$ cat src/hw/anpc_pkg.sv
// Package with register map, field positions and reset values of the port register bank.
package anpc_pkg;

    // Register indices; the byte address on the bus is four times the index.
    localparam logic [5:0] IDX_NP_TX  = 6'h07;
    localparam logic [5:0] IDX_NP_RX  = 6'h08;
    localparam logic [5:0] IDX_CFG    = 6'h10;
    localparam logic [5:0] IDX_STATUS = 6'h06;

    // Reset values.
    localparam logic [15:0] NP_TX_RESET = 16'h2001;
    localparam logic [15:0] NP_RX_RESET = 16'h0000;
    localparam logic [15:0] CFG_RESET   = 16'h0084;

    // Writable bits of the next page transmit register; bit 14 is reserved.
    localparam logic [15:0] NP_TX_WMASK = 16'hBFFF;

    // Next page word field positions.
    localparam int NP_MORE_PAGES  = 15;
    localparam int NP_ACK         = 14;
    localparam int NP_MESSAGE     = 13;
    localparam int NP_COMPLY_ACK  = 12;
    localparam int NP_TOGGLE      = 11;

    // Port configuration field positions.
    localparam int CFG_LINK_TEST_DIS = 14;
    localparam int CFG_TX_DIS        = 13;
    localparam int CFG_SCR_BYPASS    = 12;
    localparam int CFG_CODE_BYPASS   = 11;
    localparam int CFG_JABBER_DIS    = 10;
    localparam int CFG_HEARTBEAT     = 9;
    localparam int CFG_LOOPBACK_DIS  = 8;
    localparam int CFG_CRS_EXTEND    = 7;
    localparam int CFG_PREAMBLE      = 5;
    localparam int CFG_SERIAL_10M    = 3;
    localparam int CFG_FAR_END_FAULT = 2;
    localparam int CFG_ALT_NP        = 1;
    localparam int CFG_FIBER         = 0;

    // Status register field positions.
    localparam int ST_PAGE_RCVD = 1;
    localparam int ST_LINK_PASS = 2;

    // Cycle count of the strap counter at which the synchronised strap is loaded.
    localparam logic [1:0] STRAP_LOAD_AT = 2'h2;

endpackage

$ cat src/hw/anpc_regs.sv
// Per-port next page and port configuration register bank with an APB slave.
//
// Chosen here: the APB slave port.
`timescale 1ns/10ps
`default_nettype none

// Overview of operation
// - Transmit page more-pages flag is writable, resets to zero; zero marks last page.
// - Transmit page message flag is writable and resets to one.
// - Transmit page comply acknowledge flag is writable and resets to zero.
// - Transmit page toggle flag is writable and resets to zero.
// - Received page more-pages flag is read-only, resets to zero.
// - Received page acknowledge flag is read-only, resets to zero.
// - Received page message flag is read-only, copied from partner page.
// - Received page comply acknowledge flag is read-only, copied from partner page.
// - Received toggle and code field are read-only partner copies, reset zero.
// - Link test disable forces link pass on status and indicators.
// - Transmit disable turns off the twisted-pair transmitter.
// - Scrambler bypass routes 100 Mbps data around scrambler and descrambler.
// - Block code bypass routes 100 Mbps data around 4B/5B coding.
// - At 10 Mbps, jabber disable and heartbeat enable controls act.
// - 10 Mbps half-duplex loops data back unless loopback disable is set.
// - At 10 Mbps, carrier sense extend, reset one, holds carrier until receive valid falls.
// - Preamble control picks receive valid start at delimiter or carrier.
// - Serial mode delivers 10 Mbps receive data on bit zero.
// - Far end fault enable resets to one; clearing it stops indications.
// - Alternate next page control, reset zero, selects alternate handling.
// - Media select picks fiber when one; loaded once from the synchronised strap after reset release.
// - With alternate handling, page received also clears on inactive page or tx disable.
module anpc_regs #(
    parameter int ADDR_W = 8
) (
    // Clock and reset.
    input  wire logic              CLOCK,
    input  wire logic              RST,
    // APB slave.
    input  wire logic              PSEL,
    input  wire logic              PENABLE,
    input  wire logic              PWRITE,
    input  wire logic [ADDR_W-1:0] PADDR,
    input  wire logic [31:0]       PWDATA,
    input  wire logic [3:0]        PSTRB,
    output logic                   PREADY,
    output logic [31:0]            PRDATA,
    output logic                   PSLVERR,
    // Auto-negotiation engine, same clock.
    input  wire logic              PAGE_RX_STROBE,
    input  wire logic [15:0]       PAGE_RX_WORD,
    input  wire logic              PAGE_RX_ACTIVE,
    output logic [15:0]            NEXT_PAGE_WORD,
    // Port state, same clock.
    input  wire logic              LINK_OK,
    input  wire logic              SPEED_100,
    input  wire logic              FULL_DUPLEX,
    // Strap pin, asynchronous.
    input  wire logic              MEDIA_SELECT_STRAP,
    // Mode controls to the data path.
    output logic                   LINK_PASS,
    output logic                   TX_DISABLE,
    output logic                   SCRAMBLER_BYPASS,
    output logic                   BLOCK_CODE_BYPASS,
    output logic                   JABBER_DISABLE,
    output logic                   HEARTBEAT_ENABLE,
    output logic                   TP_LOOPBACK_ENABLE,
    output logic                   CRS_EXTEND,
    output logic                   PREAMBLE_DELIVER,
    output logic                   SERIAL_MODE,
    output logic                   FAR_END_FAULT_ENABLE,
    output logic                   ALT_NEXT_PAGE,
    output logic                   MEDIA_FIBER
);

    typedef struct packed {
        logic        strap_s1;
        logic        strap_s2;
        logic [1:0]  strap_cnt;
        logic [15:0] np_tx;
        logic [15:0] np_rx;
        logic [15:0] cfg;
        logic        page_rcvd;
        logic [31:0] rdata;
        logic        slverr;
    } anpc_state_t;

    localparam anpc_state_t STATE_RESET = '{
        strap_s1:  1'b0,
        strap_s2:  1'b0,
        strap_cnt: 2'h0,
        np_tx:     anpc_pkg::NP_TX_RESET,
        np_rx:     anpc_pkg::NP_RX_RESET,
        cfg:       anpc_pkg::CFG_RESET,
        page_rcvd: 1'b0,
        rdata:     32'h0000_0000,
        slverr:    1'b0
    };

    anpc_state_t s_q;
    anpc_state_t s_d;

    logic              setup;
    logic              access;
    logic [ADDR_W-1:0] a_tx;
    logic [ADDR_W-1:0] a_rx;
    logic [ADDR_W-1:0] a_cfg;
    logic [ADDR_W-1:0] a_st;
    logic              hit;
    logic [15:0]       rd_mux;
    logic [15:0]       wmask;
    logic              link_pass;
    logic              page_clr;

    // Bus phases and byte addresses of the four registers.
    assign setup  = PSEL & ~PENABLE;
    assign access = PSEL & PENABLE;
    assign a_tx   = ADDR_W'({anpc_pkg::IDX_NP_TX, 2'b00});
    assign a_rx   = ADDR_W'({anpc_pkg::IDX_NP_RX, 2'b00});
    assign a_cfg  = ADDR_W'({anpc_pkg::IDX_CFG, 2'b00});
    assign a_st   = ADDR_W'({anpc_pkg::IDX_STATUS, 2'b00});
    assign hit    = (PADDR == a_tx) | (PADDR == a_rx) | (PADDR == a_cfg) | (PADDR == a_st);
    assign wmask  = {{8{PSTRB[1]}}, {8{PSTRB[0]}}};

    // Forced pass overrides the judged link state.
    assign link_pass = s_q.cfg[anpc_pkg::CFG_LINK_TEST_DIS] | LINK_OK;

    // Read data selection; the status word holds the latched page flag and link state.
    always_comb
    begin
        rd_mux = 16'h0000;
        if (PADDR == a_tx)
        begin
            rd_mux = s_q.np_tx;
        end
        else if (PADDR == a_rx)
        begin
            rd_mux = s_q.np_rx;
        end
        else if (PADDR == a_cfg)
        begin
            rd_mux = s_q.cfg;
        end
        else if (PADDR == a_st)
        begin
            rd_mux[anpc_pkg::ST_PAGE_RCVD] = s_q.page_rcvd;
            rd_mux[anpc_pkg::ST_LINK_PASS] = link_pass;
        end
    end

    // Clear of the page received flag: on a read that reported it, or by page state under
    // alternate handling; a page that lands between capture and access is not lost.
    always_comb
    begin
        page_clr = access & ~PWRITE & (PADDR == a_st) &
                   s_q.rdata[anpc_pkg::ST_PAGE_RCVD];
        if (s_q.cfg[anpc_pkg::CFG_ALT_NP] &
            (~PAGE_RX_ACTIVE | s_q.cfg[anpc_pkg::CFG_TX_DIS]))
        begin
            page_clr = 1'b1;
        end
    end

    // Next state of the whole bank.
    always_comb
    begin
        s_d = s_q;
        // Strap pin passes two flops before anything reads it.
        s_d.strap_s1 = MEDIA_SELECT_STRAP;
        s_d.strap_s2 = s_q.strap_s1;
        // Read data and error are captured in the setup phase and held through access.
        if (setup)
        begin
            s_d.rdata  = {16'h0000, rd_mux};
            s_d.slverr = ~hit;
        end
        // Writes take effect at the access edge; received page and status ignore writes.
        if (access & PWRITE)
        begin
            if (PADDR == a_tx)
            begin
                s_d.np_tx = (s_q.np_tx & ~(wmask & anpc_pkg::NP_TX_WMASK)) |
                            (PWDATA[15:0] & wmask & anpc_pkg::NP_TX_WMASK);
            end
            if (PADDR == a_cfg)
            begin
                s_d.cfg = (s_q.cfg & ~wmask) | (PWDATA[15:0] & wmask);
            end
        end
        // The media select takes the synchronised strap once, after reset release.
        if (s_q.strap_cnt != 2'h3)
        begin
            s_d.strap_cnt = s_q.strap_cnt + 2'h1;
        end
        if (s_q.strap_cnt == anpc_pkg::STRAP_LOAD_AT)
        begin
            s_d.cfg[anpc_pkg::CFG_FIBER] = s_q.strap_s2;
        end
        // Partner page is copied whole when the engine reports it.
        if (PAGE_RX_STROBE)
        begin
            s_d.np_rx = PAGE_RX_WORD;
        end
        // A new page sets the flag; the set wins over a clear in the same cycle.
        s_d.page_rcvd = PAGE_RX_STROBE | (s_q.page_rcvd & ~page_clr);
    end

    // State register.
    always_ff @(posedge CLOCK or posedge RST)
    begin
        if (RST)
        begin
            s_q <= STATE_RESET;
        end
        else
        begin
            s_q <= s_d;
        end
    end

    // Bus answers: zero wait states.
    assign PREADY  = 1'b1;
    assign PRDATA  = s_q.rdata;
    assign PSLVERR = s_q.slverr & access;

    // Mode controls, gated by the speed and duplex in which each one applies.
    assign NEXT_PAGE_WORD       = s_q.np_tx;
    assign LINK_PASS            = link_pass;
    assign TX_DISABLE           = s_q.cfg[anpc_pkg::CFG_TX_DIS];
    assign SCRAMBLER_BYPASS     = s_q.cfg[anpc_pkg::CFG_SCR_BYPASS] & SPEED_100;
    assign BLOCK_CODE_BYPASS    = s_q.cfg[anpc_pkg::CFG_CODE_BYPASS] & SPEED_100;
    assign JABBER_DISABLE       = s_q.cfg[anpc_pkg::CFG_JABBER_DIS] & ~SPEED_100;
    assign HEARTBEAT_ENABLE     = s_q.cfg[anpc_pkg::CFG_HEARTBEAT] & ~SPEED_100;
    assign TP_LOOPBACK_ENABLE   = ~s_q.cfg[anpc_pkg::CFG_LOOPBACK_DIS] & ~SPEED_100 &
                                  ~FULL_DUPLEX;
    assign CRS_EXTEND           = s_q.cfg[anpc_pkg::CFG_CRS_EXTEND] & ~SPEED_100;
    assign PREAMBLE_DELIVER     = s_q.cfg[anpc_pkg::CFG_PREAMBLE];
    assign SERIAL_MODE          = s_q.cfg[anpc_pkg::CFG_SERIAL_10M] & ~SPEED_100;
    assign FAR_END_FAULT_ENABLE = s_q.cfg[anpc_pkg::CFG_FAR_END_FAULT];
    assign ALT_NEXT_PAGE        = s_q.cfg[anpc_pkg::CFG_ALT_NP];
    assign MEDIA_FIBER          = s_q.cfg[anpc_pkg::CFG_FIBER];
endmodule

`default_nettype wire

$ cat config.mk
export PLATFORM = sky130hd
export DESIGN_NAME = anpc_regs
export DESIGN_NICKNAME = d
export VERILOG_FILES = /design/src/hw/anpc_pkg.sv /design/src/hw/anpc_regs.sv
export SDC_FILE = /design/constraint.sdc
export NUM_CORES = 1
export LEC_CHECK = 0
export ABC_AREA = 1
export BUFFER_PORTS_ARGS = -buffer_cell sky130_fd_sc_hd__buf_2
export CAP_MARGIN = 20
export CORE_ASPECT_RATIO = 0.6
export CORE_MARGIN = 1
export CORE_UTILIZATION = 51
export DETAILED_ROUTE_END_ITERATION = 7
export PLACE_DENSITY = 0.78
export REMOVE_ABC_BUFFERS = 1
export SYNTH_ARGS = -nofsm -noshare
export SYNTH_HDL_FRONTEND = slang
export SYNTH_SLANG_ARGS = --single-unit
$ cat constraint.sdc
create_clock -name CLOCK -period 2.9 [get_ports CLOCK]
set_input_delay 0.435 -clock CLOCK [delete_from_list [all_inputs] [get_ports CLOCK]]
set_output_delay 0.435 -clock CLOCK [all_outputs]
set_load 0.01 [all_outputs]
After elaboration in Yosys (flattened, before gate mapping)
Cells that the tools add are included.
{ "classes": {"shift": 0, "reduce_logical": 5, "muxes": 10, "n_mul": 0, "n_eq_ne": 6, "addsub": 1, "n_lt_le_gt_ge": 0, "n_div": 0, "bitwise": 38} }
{ "ops": {"columns": ["op", "n"], "rows": [
  ["16-bit AND", 3],
  ["16-bit 2-to-1 mux", 2],
  ["16-bit inverter", 2],
  ["16-bit OR", 2],
  ["1-bit AND", 17],
  ["8-bit by 5-bit == test with 1-bit output (second input constant)", 2],
  ["13-bit 2-to-1 mux", 1],
  ["8-bit by 6-bit == test with 1-bit output (second input constant)", 1],
  ["8-bit by 7-bit == test with 1-bit output (second input constant)", 1],
  ["1-bit inverter", 8],
  ["1-bit OR", 6],
  ["2-bit AND reduction", 3],
  ["1-bit 2-to-1 mux", 5],
  ["2-bit 2-to-1 mux", 2],
  ["2-bit nonzero test", 2],
  ["2-bit by 1-bit adder with 2-bit output (second input constant)", 1],
  ["2-bit == test (second input constant)", 1],
  ["2-bit != test (second input constant)", 1]
]} }
{ "totals": {"latch_bits": 0, "mem_bits_ro": 0, "elab_cells": 70, "output_inout_bits": 63, "mem_bits_rw": 0, "register_bits": 70, "input_bits": 71, "mem_count": 0} }

Longest topological paths before layout
{ "logic_depth": {"word_depth": 8, "mapped_depth": 9, "ltp_nobuf": 8} }

Least setup slack after synthesis
OpenSTA, ideal clock, no wires.
{ "synth_timing": {"path_kind": "input port to flip-flop", "startpoint": "in PADDR[1]", "endpoint": "reg (tool-made name)", "t_required_ps": 2782, "slack_ps": 1630, "stages": 7, "path_buffers": 1, "setup_time_ps": 118, "t_arrival_ps": 1152, "path_cell_list": "nor2_4 > nand3_2 > nor2_4 > nand3_2 > buf_6 > nand2_2 > o21ai_2"} }
{ "synth_lines": {"columns": ["element", "line", "rtl"], "rows": [
  ["start, declared", "anpc_regs.sv:40", "input wire logic [ADDR_W-1:0] PADDR,"]
]} }

Worst setup path after layout
{ "layout_timing": {"startpoint": "in PADDR[1]", "endpoint": "reg s_q (netlist bit PRDATA[2])"} }
{ "layout_via": {"elab_chain_len": 5, "elab_cells_between_ends": 8, "cone_classes": "eq/ne (4); mux (4)"} }
{ "layout_rtl": {"columns": ["element", "line", "rtl"], "rows": [
  ["8-bit by 5-bit == test with 1-bit output", "anpc_regs.sv:141", "else if (PADDR == a_st)"],
  ["2-bit 2-to-1 mux", "anpc_regs.sv:141", null],
  ["2-bit 2-to-1 mux", "anpc_regs.sv:137", "else if (PADDR == a_cfg)"],
  ["16-bit 2-to-1 mux", "anpc_regs.sv:133", "else if (PADDR == a_rx)"],
  ["16-bit 2-to-1 mux *", "anpc_regs.sv:129", "if (PADDR == a_tx)"],
  ["end signal, assigned", "anpc_regs.sv:210", "s_q <= STATE_RESET;"],
  ["end signal, assigned", "anpc_regs.sv:214", "s_q <= s_d;"],
  ["end, declared", "anpc_regs.sv:97", "anpc_state_t s_q;"]
]} }
Every way passes the cells marked *; elsewhere a longest branch is shown, timed or not.
A chain may end at the register's enable or synchronous reset.

==> metrics.log <==
[metrics] summed instance area of the synthesized netlist: 4110 um^2
[metrics] final-layout fill cell count: 684
[metrics] CP max-delay cell: nor2_4
[metrics] CTS H-tree depth: 3
[metrics] max-slew violation count: 0
[metrics] status: complete, no violations
[metrics] later-pin clock latency in the skew report: 0.33 ns
[metrics] Critical Path Max Stage Delay: 0.57 ns
[metrics] buffer cell driving the clock tree root: clkbuf_16
[metrics] total negative setup slack: 0 ns
[metrics] floorplan core area: 7540 um^2
[metrics] proportion of layout cells with a drive suffix above 1: 34.0%
[metrics] final critical-path share of the clock period: 57.7%
[metrics] total non-filler cell area in the finished layout: 4580 um^2
[metrics] via count of the first global-routing pass: 3199
[metrics] Ys Warns: 0
[metrics] global-route usage over all layers: 25.6%
[metrics] Crit path top cell by count: nand2_1
[metrics] Die Span X: 118 um
[metrics] time the worst path needs with I/O delays and setup: 1.67 ns
[metrics] leading cell types in the layout, fill and taps excluded: 154 x nand2_1, 97 x buf_2, 65 x dfrtp_1
[metrics] Reg2Reg Setup Slack: 1.68 ns
[metrics] required time of the critical path: 3.12 ns
[metrics] relative max-transition margin: 54.2%
[metrics] DIE HEIGHT: 71.5 um
[metrics] proportion of register bits with asynchronous set or reset after synthesis: 100%
[metrics] Via Count: 3340
[metrics] clock transition at the register clock pins on the worst setup and hold paths after CTS: 0.06 ns
[metrics] FMAX: 597 MHz
[metrics] leftover overflow at the end of global routing: 0
[metrics] Inserted Diodes: 0
[metrics] maximum fanout along the worst path: 31
[metrics] measured slew at the worst slew-check pin: 0.686 ns
[metrics] unrepaired setup endpoints after global routing: no
[metrics] worst vdd ir: 0.281 mV
[metrics] antenna violations before repair: 0
[metrics] buffer count from post-CTS setup fixing: 0
[metrics] Post-route DRC: 0
[metrics] fraction of the yosys area taken by sequential cells: 42.2%
[metrics] Std-Cell Rows: 24
[metrics] Routed Antenna Nets: 0
[metrics] number of endpoints failing setup at the final stage: 0
[metrics] critical path cell sequence: buf_2 > inv_1 > nand2_2 > nor2_4 > nand2_1 > nor2_1 > nor2_1 > nand2_1 > nand2_1
[metrics] Die Footprint: 8430 um^2
[metrics] top flip-flop cell by instance count after synthesis: dfrtp_1
[metrics] Worst Path Arrival: 1.89 ns
[metrics] drt first pass iters: 5
[metrics] post-synthesis area per instance: 8.31 um^2
[metrics] Cells after Synth: 494
[metrics] type of origin of the critical path: input port
[metrics] number of DRC markers after the initial detailed-route iteration: 185
[metrics] hold violation count in the final report: 0
[metrics] TritonCTS Sinks: 69
[metrics] effective utilization at floorplan: 54.5%
[metrics] clock tree from TritonCTS: done
[metrics] number of primary I/O pins: 134
[metrics] detailed-route wire length per cell: 15.0 um
[metrics] PD cells: 497 nW/um^2
[metrics] maximum number of pins on one net before global-route repair: 32
[metrics] net total in the final layout: 627
[metrics] global-route wire length before repair: 16300 um
[metrics] number of flops mapped to enable cells by yosys: 0
[metrics] final RePlAce weighted congestion: 0.863
[metrics] placed wire-length estimate: 7070 um
[metrics] number of gates given a new drive strength after cts: 0
[metrics] number of distinct library cells after synthesis: 29
[metrics] CTS Hold Bufs: 0
[metrics] detailed-route vias per instance: 5.04
[metrics] static leakage: 2.60 nW
[metrics] number of buffers between clock root and the deepest sink: 2
[metrics] number of max-cap violations: 0
[metrics] final WL: 9970 um
[metrics] flip-flop and latch count after synthesis: 69
[metrics] number of input and output port buffers inserted: 97
[metrics] area overhead of the layout relative to synthesis: 11.5%
[metrics] dpl cell area: 4290 um^2
[metrics] most common library cell in the layout ignoring fill and taps: nand2_1
[metrics] element type at the critical path end: register
[metrics] Max Clock Skew: 0.00565 ns
[metrics] Num CTS Buffers: 9
[metrics] worst min-delay path category: input port to asynchronous set/reset pin
[metrics] Crit Path Class: input port to register
-- area by class of cell --
| type | instances | area [um^2] | share of cell area [%] |
|---|---|---|---|
| Timing Repair Buffer | 99 | 500 | 10.9 |
| Clock inverter | 4 | 31.3 | 0.683 |
| Sequential cell | 69 | 1730 | 37.8 |
| Tap cell | 104 | 130 | 2.84 |
| Multi-Input combinational cell | 323 | 1730 | 37.8 |
| Inverter | 52 | 195 | 4.26 |
| Clock buffer | 12 | 256 | 5.60 |
-- critical path: cells and delay by family --
family	cells	cell delay, ns
simple gates	7	1.27
buf+inv	2	0.18
-- power by group --
group | leakage (nW) | internal, W | total (W) | switching [W]
Clock | 0.143 | 0.000630 | 0.00105 | 0.000422
Sequential | 0.894 | 0.000994 | 0.00101 | 0.0000192
Combinational | 1.57 | 0.0000659 | 0.000212 | 0.000146
Total | 2.60 | 0.00169 | 0.00228 | 0.000587
-- cells by family (layout without fill, tap and decap cells) --
| kind of cell | after synthesis | in the layout | synth area share (%) |
|---|---|---|---|
| simple gates | 267 | 267 | 32.6 |
| buf+inv | 118 | 167 | 17.1 |
| flops | 69 | 69 | 42.2 |
| compound gates | 35 | 35 | 7.07 |
| fa+ha+maj | 2 | 2 | 0.609 |
| other cells | 2 | 18 | 0.183 |
| xor+xnor | 1 | 1 | 0.213 |
-- cells in the mapped netlist (2+ instances only) --
| master | count | area share [%] |
|---|---|---|
| buf_2 | 4 | 0.49 |
| buf_4 | 50 | 9.1 |
| buf_6 | 9 | 2.5 |
| clkbuf_1 | 3 | 0.27 |
| conb_1 | 2 | 0.18 |
| dfrtp_1 | 65 | 40 |
| dfstp_2 | 4 | 2.6 |
| ha_1 | 2 | 0.61 |
| inv_1 | 46 | 4.2 |
| inv_2 | 5 | 0.46 |
| nand2_1 | 154 | 14 |
| nand2_2 | 13 | 2.0 |
| nand3_1 | 50 | 6.1 |
| nand3_2 | 5 | 1.2 |
| nand3_4 | 3 | 1.3 |
| nand3b_1 | 13 | 2.4 |
| nand4_1 | 2 | 0.30 |
| nor2_1 | 11 | 1.0 |
| nor2_4 | 9 | 2.5 |
| nor2_8 | 2 | 0.98 |
| o21ai_0 | 3 | 0.37 |
| o21ai_2 | 30 | 6.4 |
| or2_2 | 3 | 0.46 |
-- routing by layer --
metal	track usage, %	share of wire (%)	up-vias
li1	-	-	1599
met1	35.2	46	1558
met2	39.2	44	170
met3	7.88	8.5	13
met4	7.69	0.93	0
met5	0	0	-
-- through the flow --
step	cells	hold WS (ns)	total power (W)	utilization, %	worst slack (ns)
3_5_place_dp	647	0.349	0.00124	56.9	0.930
6_report	663	0.110	0.00228	60.7	1.23
4_1_cts	663	0.121	0.00229	60.7	1.24
5_1_grt	663	0.147	0.00236	60.7	1.09
3_3_place_gp	647	0.336	0.00123	56.9	0.946
2_1_floorplan	444	0.331	0.00114	-	0.732
-- path summary, 6_finish.rpt --
check | cells past startpoint | to | from
min in group CLOCK | 1 | s_d[84]$_DFF_PP0_ | MEDIA_SELECT_STRAP
setup / recovery | 9 | PRDATA[2]$_DFFE_PP0P_ | PADDR[1]
hold reg to reg | 0 | s_q[84]$_DFF_PP0_ | s_d[84]$_DFF_PP0_
setup reg to reg | 7 | register | s_q[82]$_DFFE_PP0P_
max in group asynchronous | 3 | asynchronous set/reset pin | RST
hold / removal | 2 | s_q[63]$_DFFE_PP0P_ | RST
Note: power is estimated with default switching activity, not from simulation.
